$ cat config.mk
export PLATFORM = sky130hd
export DESIGN_NAME = adcop_port
export DESIGN_NICKNAME = d
export VERILOG_FILES = /design/src/adcop_pkg.sv /design/src/adcop_buffer.sv /design/src/adcop_port.sv
export SDC_FILE = /design/constraint.sdc
export NUM_CORES = 1
export LEC_CHECK = 0
export BUFFER_PORTS_ARGS = -buffer_cell sky130_fd_sc_hd__buf_2
export CAP_MARGIN = 10
export CORE_MARGIN = 2
export CORE_UTILIZATION = 50
export CTS_CLUSTER_DIAMETER = 200
export DETAILED_ROUTE_END_ITERATION = 6
export PLACE_DENSITY = 0.71
export SLEW_MARGIN = 15
export SYNTH_ARGS = -nofsm -noshare
export SYNTH_HDL_FRONTEND = slang
export SYNTH_SLANG_ARGS = --single-unit
$ cat constraint.sdc
create_clock -name pclk -period 7.1 [get_ports pclk]
set_clock_uncertainty 0.2 [all_clocks]
set_input_delay 0.355 -clock pclk [delete_from_list [all_inputs] [get_ports pclk]]
set_output_delay 0.355 -clock pclk [all_outputs]
set_load 0.01 [all_outputs]
$ cat src/adcop_pkg.sv
// Shared constants and carrier types of the converter result output port.
package adcop_pkg;
	localparam int CLK_PERIOD_NS = 10;
	localparam int RESULT_W = 16;
	localparam int BIT_CNT_W = 5;
	localparam int PHASE_W = 6;
	localparam logic [4:0] RESULT_BITS = 5'h10;

	// Least serial clock period per divider code, in ns.
	localparam int SCLK_MIN_NS_00 = 30;
	localparam int SCLK_MIN_NS_01 = 60;
	localparam int SCLK_MIN_NS_10 = 120;
	localparam int SCLK_MIN_NS_11 = 240;
	localparam logic [PHASE_W-1:0] SCLK_CYC_00 = PHASE_W'((SCLK_MIN_NS_00 + CLK_PERIOD_NS - 1) / CLK_PERIOD_NS);
	localparam logic [PHASE_W-1:0] SCLK_CYC_01 = PHASE_W'((SCLK_MIN_NS_01 + CLK_PERIOD_NS - 1) / CLK_PERIOD_NS);
	localparam logic [PHASE_W-1:0] SCLK_CYC_10 = PHASE_W'((SCLK_MIN_NS_10 + CLK_PERIOD_NS - 1) / CLK_PERIOD_NS);
	localparam logic [PHASE_W-1:0] SCLK_CYC_11 = PHASE_W'((SCLK_MIN_NS_11 + CLK_PERIOD_NS - 1) / CLK_PERIOD_NS);

	// Register map, byte addresses.
	localparam logic [11:0] REG_CTRL = 12'h000;
	localparam logic [11:0] REG_STATUS = 12'h004;
	localparam logic [11:0] REG_RESULT = 12'h008;
	localparam int CTRL_ENABLE_BIT = 0;
	localparam logic [31:0] CTRL_RESET = 32'h0000_0001;

	// Data bus pin positions shared with serial controls.
	localparam int PIN_DIV_LO = 2;
	localparam int PIN_DIV_HI = 3;
	localparam int PIN_CLK_SRC = 4;
	localparam int PIN_SYNC_POL = 5;
	localparam int PIN_EDGE = 6;
	localparam int PIN_RDC = 7;
	localparam logic [15:0] OE_ALL = 16'hFFFF;
	localparam logic [15:0] OE_SERIAL = 16'h0003;

	typedef enum logic [2:0] {
		ST_IDLE = 3'b001,
		ST_SHIFT = 3'b010,
		ST_FINISH = 3'b100
	} adcop_state_t;

	typedef struct packed {
		logic byte_order_select;
		logic output_coding_select;
		logic serial_parallel_select;
		logic cs_n;
		logic serial_data_clock;
		logic [7:2] d;
	} adcop_pins_t;

	typedef struct packed {
		logic [15:0] out;
		logic [15:0] oe;
	} adcop_bus_t;

	typedef struct packed {
		logic data_clock;
		logic data_clock_oe;
		logic result_out;
		logic result_oe;
		logic frame_sync;
		logic frame_sync_oe;
	} adcop_serial_t;
endpackage : adcop_pkg

$ cat src/adcop_buffer.sv
// Two-entry valid/ready buffer in the result path.
`timescale 1ns/1ps
module adcop_buffer #(
	parameter int WIDTH = 16,
	parameter int DEPTH = 2
) (
	// Clock and reset
	input wire logic pclk,
	input wire logic presetn,
	// Fill side
	input wire logic in_valid,
	input wire logic [WIDTH-1:0] in_data,
	output logic in_ready,
	// Drain side
	output logic out_valid,
	output logic [WIDTH-1:0] out_data,
	input wire logic out_ready
);
	import adcop_pkg::*;
	localparam int PTR_W = (DEPTH > 1) ? $clog2(DEPTH) : 1;
	localparam logic [PTR_W:0] FULL_COUNT = (PTR_W + 1)'(DEPTH);
	localparam logic [PTR_W-1:0] LAST_SLOT = PTR_W'(DEPTH - 1);

	typedef struct packed {
		logic [DEPTH-1:0][WIDTH-1:0] mem;
		logic [PTR_W-1:0] wr;
		logic [PTR_W-1:0] rd;
		logic [PTR_W:0] count;
	} adcop_buf_state_t;

	adcop_buf_state_t r;
	adcop_buf_state_t next_r;
	logic push;
	logic pop;

	function automatic logic [PTR_W-1:0] bump(input logic [PTR_W-1:0] p);
		bump = (p == LAST_SLOT) ? '0 : p + 1'b1;
	endfunction : bump

	assign in_ready = (r.count != FULL_COUNT);
	assign out_valid = (r.count != '0);
	assign out_data = r.mem[r.rd];
	assign push = in_valid && in_ready;
	assign pop = out_valid && out_ready;

	always_comb begin
		next_r = r;
		if (push) begin
			next_r.mem[r.wr] = in_data;
			next_r.wr = bump(r.wr);
		end
		if (pop) begin
			next_r.rd = bump(r.rd);
		end
		next_r.count = r.count + (PTR_W + 1)'(push) - (PTR_W + 1)'(pop);
	end

	always_ff @(posedge pclk or negedge presetn) begin
		if (!presetn) begin
			r <= '0;
		end else begin
			r <= next_r;
		end
	end
endmodule : adcop_buffer

$ cat src/adcop_port.sv
// Result output port: parallel bus, serial master and serial slave, with an APB register slave.
`timescale 1ns/1ps
// Contract
// - Byte order select high puts low byte on upper half, else reversed.
// - Output coding select high presents straight binary unchanged.
// - Output coding select low inverts result MSB, giving twos complement.
// - Serial/parallel select low drives the full parallel data bus.
// - Serial/parallel select high uses shared pins for serial, rest high impedance.
// - Data bits 0 and 1 are always outputs.
// - In parallel mode bits 2, 3 and 4 drive result bits.
// - Serial master read-after-convert uses bits 2 and 3 as clock divider.
// - Other serial modes keep divider pins high impedance.
// - Clock source low: master, internal serial clock driven out.
// - Clock source high: slave, shift on external clock gated by chip select.
// - Divider code gives least clock period 30, 60, 120 or 240 ns.
// - Read-during-convert high sends previous result in master mode; low, or slave mode, sends the current one.
// - Frame sync polarity low gives active high sync, high active low.
// - Edge select low acts on rising edges, high on falling edges.
module adcop_port (
	// Clock and reset
	input wire logic pclk,
	input wire logic presetn,
	// APB slave
	input wire logic psel,
	input wire logic penable,
	input wire logic pwrite,
	input wire logic [11:0] paddr,
	input wire logic [31:0] pwdata,
	output logic [31:0] prdata,
	output logic pready,
	output logic pslverr,
	// Results from the converter core
	input wire logic result_valid,
	input wire logic [adcop_pkg::RESULT_W-1:0] result_data,
	output logic result_ready,
	// Select pins
	input wire logic byte_order_select,
	input wire logic output_coding_select,
	input wire logic serial_parallel_select,
	input wire logic cs_n,
	// Data bus pins
	input wire logic [15:0] d_in,
	output adcop_pkg::adcop_bus_t d_bus,
	// Serial pins
	input wire logic serial_data_clock_in,
	output adcop_pkg::adcop_serial_t serial
);
	import adcop_pkg::*;

	typedef struct packed {
		adcop_pins_t s1;
		adcop_pins_t s2;
		logic clk_prev;
		adcop_state_t st;
		logic [RESULT_W-1:0] shift;
		logic [RESULT_W-1:0] held;
		logic [RESULT_W-1:0] par_word;
		logic [BIT_CNT_W-1:0] bits;
		logic [PHASE_W-1:0] phase;
		logic clk_raw;
		logic [31:0] ctrl;
		logic [31:0] rdata;
		logic err;
	} adcop_core_t;

	adcop_core_t r;
	adcop_core_t next_r;
	adcop_pins_t pins_raw;
	logic buf_valid;
	logic [RESULT_W-1:0] buf_data;
	logic buf_pop;
	logic enable;
	logic serial_mode;
	logic slave;
	logic read_during_convert_select;
	logic cs_act;
	logic ext_edge;
	logic [PHASE_W-1:0] period;
	logic [PHASE_W-1:0] half;
	logic [RESULT_W-1:0] coded;

	function automatic logic [RESULT_W-1:0] apply_coding(input logic [RESULT_W-1:0] w, input logic straight);
		apply_coding = w;
		apply_coding[RESULT_W-1] = straight ? w[RESULT_W-1] : ~w[RESULT_W-1];
	endfunction : apply_coding

	function automatic logic [PHASE_W-1:0] sclk_period(input logic [1:0] code);
		case (code)
			2'b00: sclk_period = SCLK_CYC_00;
			2'b01: sclk_period = SCLK_CYC_01;
			2'b10: sclk_period = SCLK_CYC_10;
			default: sclk_period = SCLK_CYC_11;
		endcase
	endfunction : sclk_period

	////////////////////////////////////////////////////////////////////////////////
	adcop_buffer #(
		.WIDTH(RESULT_W),
		.DEPTH(2)
	) u_buffer (
		.pclk(pclk),
		.presetn(presetn),
		.in_valid(result_valid),
		.in_data(result_data),
		.in_ready(result_ready),
		.out_valid(buf_valid),
		.out_data(buf_data),
		.out_ready(buf_pop)
	);

	////////////////////////////////////////////////////////////////////////////////
	assign pins_raw = '{byte_order_select, output_coding_select, serial_parallel_select, cs_n,
		serial_data_clock_in, d_in[7:2]};
	assign enable = r.ctrl[CTRL_ENABLE_BIT];
	assign serial_mode = r.s2.serial_parallel_select;
	assign slave = r.s2.d[PIN_CLK_SRC];
	assign read_during_convert_select = r.s2.d[PIN_RDC];
	assign cs_act = !r.s2.cs_n && enable;
	// The external clock is sampled, so the host clock must stay slower than about a third of pclk.
	assign ext_edge = r.s2.d[PIN_EDGE] ? (r.clk_prev && !r.s2.serial_data_clock)
		: (!r.clk_prev && r.s2.serial_data_clock);
	assign period = sclk_period((serial_mode && !slave && !read_during_convert_select) ? {r.s2.d[PIN_DIV_HI], r.s2.d[PIN_DIV_LO]} : 2'b00);
	assign half = (period + 1'b1) >> 1;
	assign coded = apply_coding(buf_data, r.s2.output_coding_select);
	assign buf_pop = buf_valid && (!serial_mode || (r.st == ST_IDLE && cs_act));

	always_comb begin
		next_r = r;
		next_r.s1 = pins_raw;
		next_r.s2 = r.s1;
		next_r.clk_prev = r.s2.serial_data_clock;
		if (!serial_mode) begin
			next_r.st = ST_IDLE;
			next_r.clk_raw = 1'b0;
			if (buf_pop) begin
				next_r.par_word = coded;
			end
		end else begin
			case (r.st)
				ST_IDLE: begin
					next_r.clk_raw = 1'b0;
					if (buf_pop) begin
						next_r.shift = read_during_convert_select && !slave ? r.held : coded;
						next_r.held = coded;
						next_r.par_word = coded;
						next_r.bits = '0;
						next_r.phase = '0;
						next_r.st = ST_SHIFT;
					end
				end
				ST_SHIFT: begin
					if (!cs_act) begin
						next_r.st = ST_IDLE;
						next_r.clk_raw = 1'b0;
					end else if (slave) begin
						if (ext_edge) begin
							next_r.shift = {r.shift[RESULT_W-2:0], 1'b0};
							next_r.bits = r.bits + 1'b1;
							if (r.bits + 1'b1 == RESULT_BITS) begin
								next_r.st = ST_FINISH;
							end
						end
					end else begin
						next_r.phase = (r.phase + 1'b1 == period) ? '0 : r.phase + 1'b1;
						if (r.phase == '0) begin
							next_r.clk_raw = 1'b1;
						end
						if (r.phase == half) begin
							next_r.clk_raw = 1'b0;
							next_r.shift = {r.shift[RESULT_W-2:0], 1'b0};
							next_r.bits = r.bits + 1'b1;
							if (r.bits + 1'b1 == RESULT_BITS) begin
								next_r.st = ST_FINISH;
							end
						end
					end
				end
				ST_FINISH: begin
					next_r.clk_raw = 1'b0;
					// One word per chip select: wait for release so a buffered word is not started unseen.
					if (!cs_act) begin
						next_r.st = ST_IDLE;
					end
				end
				default: begin
					next_r.st = ST_IDLE;
				end
			endcase
		end

		// APB: read data is prepared in the setup cycle so the access phase needs no wait state.
		if (psel && !penable) begin
			next_r.err = 1'b0;
			case (paddr)
				REG_CTRL: next_r.rdata = r.ctrl;
				REG_STATUS: next_r.rdata = {20'h00000, r.st, buf_valid, read_during_convert_select, slave, serial_mode, r.bits};
				REG_RESULT: next_r.rdata = {16'h0000, r.par_word};
				default: begin
					next_r.rdata = 32'h0000_0000;
					next_r.err = 1'b1;
				end
			endcase
		end
		if (psel && penable && pwrite && paddr == REG_CTRL) begin
			next_r.ctrl = pwdata;
		end
	end

	always_ff @(posedge pclk or negedge presetn) begin
		if (!presetn) begin
			r <= '{default: '0, st: ST_IDLE, ctrl: CTRL_RESET, s1: '{default: '1}, s2: '{default: '1}};
		end else begin
			r <= next_r;
		end
	end

	////////////////////////////////////////////////////////////////////////////////
	assign pready = 1'b1;
	assign pslverr = psel && penable && r.err;
	assign prdata = r.rdata;

	always_comb begin
		d_bus.out = r.s2.byte_order_select ? {r.par_word[7:0], r.par_word[15:8]} : r.par_word;
		if (!enable) begin
			d_bus.out = '0;
		end
		if (!serial_mode) begin
			d_bus.oe = enable ? OE_ALL : OE_SERIAL;
		end else begin
			d_bus.oe = OE_SERIAL;
			d_bus.out = '0;
		end
		serial.data_clock = r.clk_raw ^ r.s2.d[PIN_EDGE];
		serial.data_clock_oe = serial_mode && !slave && cs_act;
		serial.result_out = r.shift[RESULT_W-1];
		serial.result_oe = serial_mode && cs_act;
		serial.frame_sync = (r.st == ST_SHIFT) ^ r.s2.d[PIN_SYNC_POL];
		serial.frame_sync_oe = serial_mode && !slave && cs_act;
	end
endmodule : adcop_port

==> results of run 1 <==
-- state kept, by name, summed over array words and instances (netlist names) --
name and cells:
r 104, u_buffer.r 36, prdata 32, next_r 12, enable 1, serial 1, serial_mode 1
-- placed cells by master (no fill, tap or decap), types with 8 or more instances in the layout --
| master | synthesis | layout |
|---|---|---|
| a21oi_1 | 17 | 17 |
| a22o_1 | 29 | 29 |
| buf_2 | 8 | 145 |
| buf_4 | 52 | 8 |
| clkbuf_16 | 0 | 17 |
| dfrtp_1 | 163 | 163 |
| dfstp_2 | 24 | 24 |
| dlygate4sd3_1 | 0 | 60 |
| ha_1 | 8 | 8 |
| inv_1 | 14 | 14 |
| mux2_2 | 69 | 69 |
| mux2_4 | 9 | 9 |
| mux2i_1 | 50 | 50 |
| nand2_1 | 83 | 83 |
| nor2_1 | 44 | 42 |
| o21ai_0 | 59 | 59 |
| o31ai_1 | 18 | 18 |
| xnor2_1 | 11 | 11 |
-- metrics by stage --
| stage | utilization (%) | hold slack, ps | area, um^2 | setup slack, ps |
|---|---|---|---|---|
| 2_1_floorplan | - | -141 | 8870 | 4090 |
| 3_3_place_gp | 54.2 | 143 | 9380 | 3700 |
| 3_5_place_dp | 54.2 | 145 | 9380 | 3640 |
| 4_1_cts | 61.2 | 72.6 | 10600 | 3590 |
| 5_1_grt | 61.2 | 105 | 10600 | 3420 |
| 6_report | 61.2 | 70.5 | 10600 | 3580 |
-- worst reg2reg max path: stages, from the launching register on --
cell and delay, ps:
dfstp_2 590, inv_1 140, nor3_1 270, nand2_1 110, inv_1 90, ha_1 220
nand3b_1 140, a2111oi_4 460, a211oi_4 220, nor2_4 540, mux2_2 410
-- routing by layer --
layer,vias to the layer above,routed length [um],GRT usage [%]
met5,-,0,0
met2,169,9290,33.4
met3,22,826,3.94
li1,2942,-,-
met4,0,310,6.99
met1,3022,9040,30.1
-- final cells by class --
type	instances	area (um^2)	share of cell area [%]
clock inverters	15	179	1.69
well taps	225	282	2.66
repair buffers	214	1400	13.2
inverters	14	52.6	0.496
clock buffers	17	425	4.02
multi-input cells	479	3540	33.5
flip-flops and latches	187	4710	44.5
-- worst min path at each step --
stage / startpoint / end / slack (ps)
global route: result_valid / u_buffer.r[3] / 100
detailed placement: presetn / r[68] / 140
CTS: result_valid / u_buffer.r[3] / 70
global placement: presetn / r[68] / 140
finish: result_valid / u_buffer.r[3] / 70
floorplan: presetn / prdata[0] / -140
-- kinds of logic (layout without fill, tap and decap cells) --
logic type	Yosys count	count (layout)	synth area share [%]
buffers and inverters	111	260	7.29
AO/OA/AOI/OAI	150	150	11.6
multiplexers	129	129	16.1
AND/OR/NAND/NOR	173	173	9.23
flip-flops	187	187	53.1
XOR/XNOR	16	16	1.58
other	1	3	0.0423
adder cells (fa/ha/maj)	8	8	1.13
-- timing repair --
item	4_1_cts	5_1_grt
endpoints found under the hold margin	129	0
setup buffers	0	0
hold buffers	60	0
-- power by group --
group          total, mW  internal, mW  switching (mW)  leakage, nW
clock network      0.956         0.503           0.453        0.285
registers           1.52          1.31           0.206         2.39
logic              0.774         0.388           0.386         2.46
total               3.25          2.20            1.04         5.13
==> impl_metrics.tcl, run 1 <==
set metrics [dict create \
    core_area_um2 17300 \
    drtPass1Iterations 6 \
    dpl.hpwl_um 13000 \
    rrSetupSlack_ps 3580 \
    required_ps 7210 \
    leakage_nw 5.13 \
    drt_iter0_drc 487 \
    path_depth 10 \
    slowest_stage "dfstp_2" \
    async_flop_share_pct 100 \
    diodes 0 \
    synthCells 775 \
    cts_buffers 17 \
    status "finished clean" \
    die_h_um 137 \
    start_util_pct 51.3 \
    reg2reg_from "serial_mode" \
    routed_wl_um 19500 \
    num_io_pins 160 \
    avgSynthCellArea_um2 11.4 \
    die-area_um2 18800 \
    gp_congestion 0.868 \
    finalCritPeriodShare_pct 49.6 \
    yosys.cell_types.count 62 \
    wire_per_inst_um 16.9 \
    setup_violations 0 \
    clkTransAtPathRegs_ps 70 \
    synth.most_common_cell "dfrtp_1" \
    ys.flop_type "dfrtp_1" \
    rows 48 \
    grt_pass1_wl_um 30700 \
    endpoint "r[112]" \
    hold_viol_final 0 \
    cts.sinks 187 \
    port_buffers 146 \
    cts_root_buf "clkbuf_16" \
    fin_crit_ps 3520 \
    ys_seq_elements 187 \
    placed_cells 1059 \
    syn-cell-area_um2 8870 \
    yosysTopAreaCell "dfrtp_1" \
    min_path_type "input port to register" \
    finalNonFillerCells 1151 \
    start_kind "register" \
    worstSkewPairLatency_ps 430 \
    drive_above_1_share_pct 33.2 \
    grt_pass1_vias 5935 \
    synth_common_cells "163 x dfrtp_1, 83 x nand2_1, 69 x mux2_2, 59 x o21ai_0, 52 x buf_4" \
    cts_tree "built" \
    ys_seq_area_share_pct 53.1 \
    fill_cells 1393 \
    crit_type "register to register" \
    grt_antenna_before_repair 0 \
    drc 0 \
    synth_edf_count 0 \
    max_slew.worst_pin.slew_ps 1100 \
    nNetsFinal 1008 \
    ant_nets 0 \
    clock_path_buffers 2 \
    power_density_nw_per_um2 307 \
    yosysTopAreaCellShare_pct 46.0 \
    htree_levels 4 \
    arrival_ps 3630 \
    rsz0062_at_grt "false" \
    r2r_end "r[112]" \
    vias 6155 \
    synth_area_leaders "dfrtp_1 46%, mux2_2 8.8%, dfstp_2 7.1%, mux2i_1 5.6%, buf_4 4.4%" \
    vias_per_cell 5.35 \
    slew_violations 0 \
    cp_common_cell "inv_1" \
    cts_resized 0 \
    cap_violations 0 \
    cp_cell_sequence "inv_1, nor3_1, nand2_1, inv_1, ha_1, nand3b_1, a2111oi_4, a211oi_4, nor2_4, mux2_2" \
    critPathMaxStageDelay_ps 590 \
    ff2ff_path_depth 10 \
    grt_max_degree 72 \
    max_freq_ghz 0.284 \
    slew_headroom_pct 26.4 \
    gr-total-overflow 0 \
    syn_to_final_growth_pct 19.4 \
    crit_family "simple AND/OR/NAND/NOR gates" \
    peakVddDrop_uv 201 \
    gr-usage-all-layers_pct 21.3 \
    setup_tns_ps 0 \
    cp_max_fo 16 \
    min_path_cells 3 \
    die_w_um 137 \
    cp-end-kind "register" \
    finalPower_mw 3.25 \
    cp_num_buf_inv 2 \
    yosysWarnings 0 \
    cp-startpoint "serial_mode" \
]
Note: power is estimated with default switching activity, not from simulation.
==> run 2: changes to the inputs <==
==> constraint.sdc (replaced) <==
create_clock -name pclk -period 3.6 [get_ports pclk]
set_clock_uncertainty 0.2 [all_clocks]
set_input_delay 0.18 -clock pclk [delete_from_list [all_inputs] [get_ports pclk]]
set_output_delay 0.18 -clock pclk [all_outputs]
set_load 0.01 [all_outputs]
==> run 2 against run 1 <==
Fmax up 10%. Worst setup slack worse by 3200 ps. Critical path depth up 1. Sequential power up 96%. Non-clock buffer count up 9. Largest cell class unchanged.
==> impl_metrics.tcl, run 2 (synthesized netlist as in run 1, its figures left out) <==
set metrics [dict create \
    largest_reg_flops 104 \
    setup_tns_ps 0 \
    wire_per_inst_um 16.4 \
    regMostFlops "r" \
    critPathMaxStageDelay_ps 570 \
    vias 6074 \
    highest_layer "met4" \
    leakage_nw 5.20 \
    fin_util_pct 61.7 \
    slew_headroom_pct 49.5 \
    htree_levels 4 \
    start_kind "register" \
    grt_antenna_before_repair 0 \
    max_freq_ghz 0.313 \
    syn_to_final_growth_pct 20.3 \
    cp_common_cell "inv_1" \
    crit_family "simple AND/OR/NAND/NOR gates" \
    status "finished clean" \
    slowest_stage "dfstp_2" \
    crit_type "register to register" \
    ant_nets 0 \
    multi_input_area_um2 3530 \
    finalCritPeriodShare_pct 88.8 \
    cp_cell_sequence "inv_1, nor3_1, nand2_1, inv_1, ha_1, nand3b_1, a2111oi_4, a211oi_4, nor2_4, buf_12, mux2_2" \
    port_buffers 146 \
    cp-end-kind "register" \
    routed_wl_um 19000 \
    cp_max_fo 16 \
    start_util_pct 51.3 \
    peakVddDrop_uv 460 \
    regArea_um2 4710 \
    dr_wl_met3_um 896 \
    nNetsFinal 1017 \
    diodes 0 \
    dr_wl_met2_um 9040 \
    gr-total-overflow 0 \
    slew_violations 0 \
    hold_viol_final 0 \
    gr-usage-all-layers_pct 21.0 \
    drive_above_1_share_pct 33.4 \
    cap_violations 0 \
    cp_num_buf_inv 3 \
    grt_pass1_wl_um 30300 \
    num_io_pins 160 \
    power_density_nw_per_um2 603 \
    rsz0062_at_grt "false" \
    die_h_um 137 \
    mostFrequentLayoutCells "163 x dfrtp_1, 145 x buf_2, 83 x nand2_1" \
    die-area_um2 18800 \
    clock_path_buffers 2 \
    final_common_cell "dfrtp_1" \
    drtPass1Iterations 4 \
    cts_tree "built" \
    fin_crit_ps 3200 \
    core_area_um2 17300 \
    die_w_um 137 \
    arrival_ps 3310 \
    max_slew.worst_pin.slew_ps 756 \
    cts_root_buf "clkbuf_16" \
    cts.sinks 187 \
    fill_cells 1399 \
    worstSkewPairLatency_ps 430 \
    vias_per_cell 5.24 \
    gp_congestion 0.892 \
    wl_met1_um 8870 \
    rows 48 \
    dpl.hpwl_um 12800 \
    setup_violations 0 \
    grt_max_degree 85 \
    drt_iter0_drc 346 \
    hold_ws_ps 76.3 \
    cts_buffers 17 \
    min_path_type "input port to register" \
    grt_pass1_vias 5835 \
    clkTransAtPathRegs_ps 70 \
    required_ps 3710 \
    drc 0 \
]
[run 2: worst min-delay path: cells and delay by family]
| family | cells | cell delay (ps) |
|---|---|---|
| buffers and inverters | 1 | 200 |
| AOI/OAI and AO/OA | 2 | 290 |
[run 2: area by class of cell]
type | count | share of cell area, %
Multi-Input combinational cell | 479 | 33.1
Sequential cell | 187 | 44.1
Inverter | 14 | 0.493
Clock buffer | 18 | 4.12
Clock inverter | 14 | 1.49
Tap cell | 225 | 2.64
Timing Repair Buffer | 223 | 14.0
[run 2: routing by layer]
layer | track usage (%) | vias to the layer above
li1 | - | 2960
met1 | 29.5 | 2967
met2 | 32.9 | 133
met3 | 4.86 | 14
met4 | 6.24 | 0
met5 | 0 | -
[run 2: metrics by stage]
| stage | instances | area [um^2] | power (mW) | worst slack [ps] |
|---|---|---|---|---|
| final | 1160 | 10700 | 6.43 | 404 |
| after global routing | 1160 | 10700 | 6.83 | 232 |
| after CTS | 1160 | 10700 | 6.48 | 394 |
| after detailed placement | 1067 | 9460 | 4.54 | 448 |
| after global placement | 1067 | 9460 | 4.48 | 490 |
| after floorplan | 777 | 8870 | 4.05 | 591 |
[run 2: repair_timing]
item | CTS | global route
hold buffers | 61 | 0
hold endpoints to repair | 140 | 0
resized for setup | 0 | 0
setup buffers | 0 | 0
[run 2: worst paths after layout]
| kind | startpoint | to | slack (ps) | cells past startpoint |
|---|---|---|---|---|
| max | serial_mode | r[112] | 400 | 11 |
| min | paddr[2] | prdata[11] | 80 | 3 |
| max reg2reg | serial_mode | r[112] | 400 | 11 |
| min reg2reg | next_r[135] | next_r[128] | 160 | 0 |
| max in group asynchronous | presetn | r[139] | 2120 | 3 |
| min in group asynchronous | presetn | r[66] | 170 | 2 |
[run 2: report_power, final]
part	total [mW]	internal [mW]	leakage [nW]	switching (mW)
Combinational	1.57	0.791	2.51	0.783
Sequential	2.98	2.59	2.39	0.389
Clock	1.88	1.01	0.297	0.872
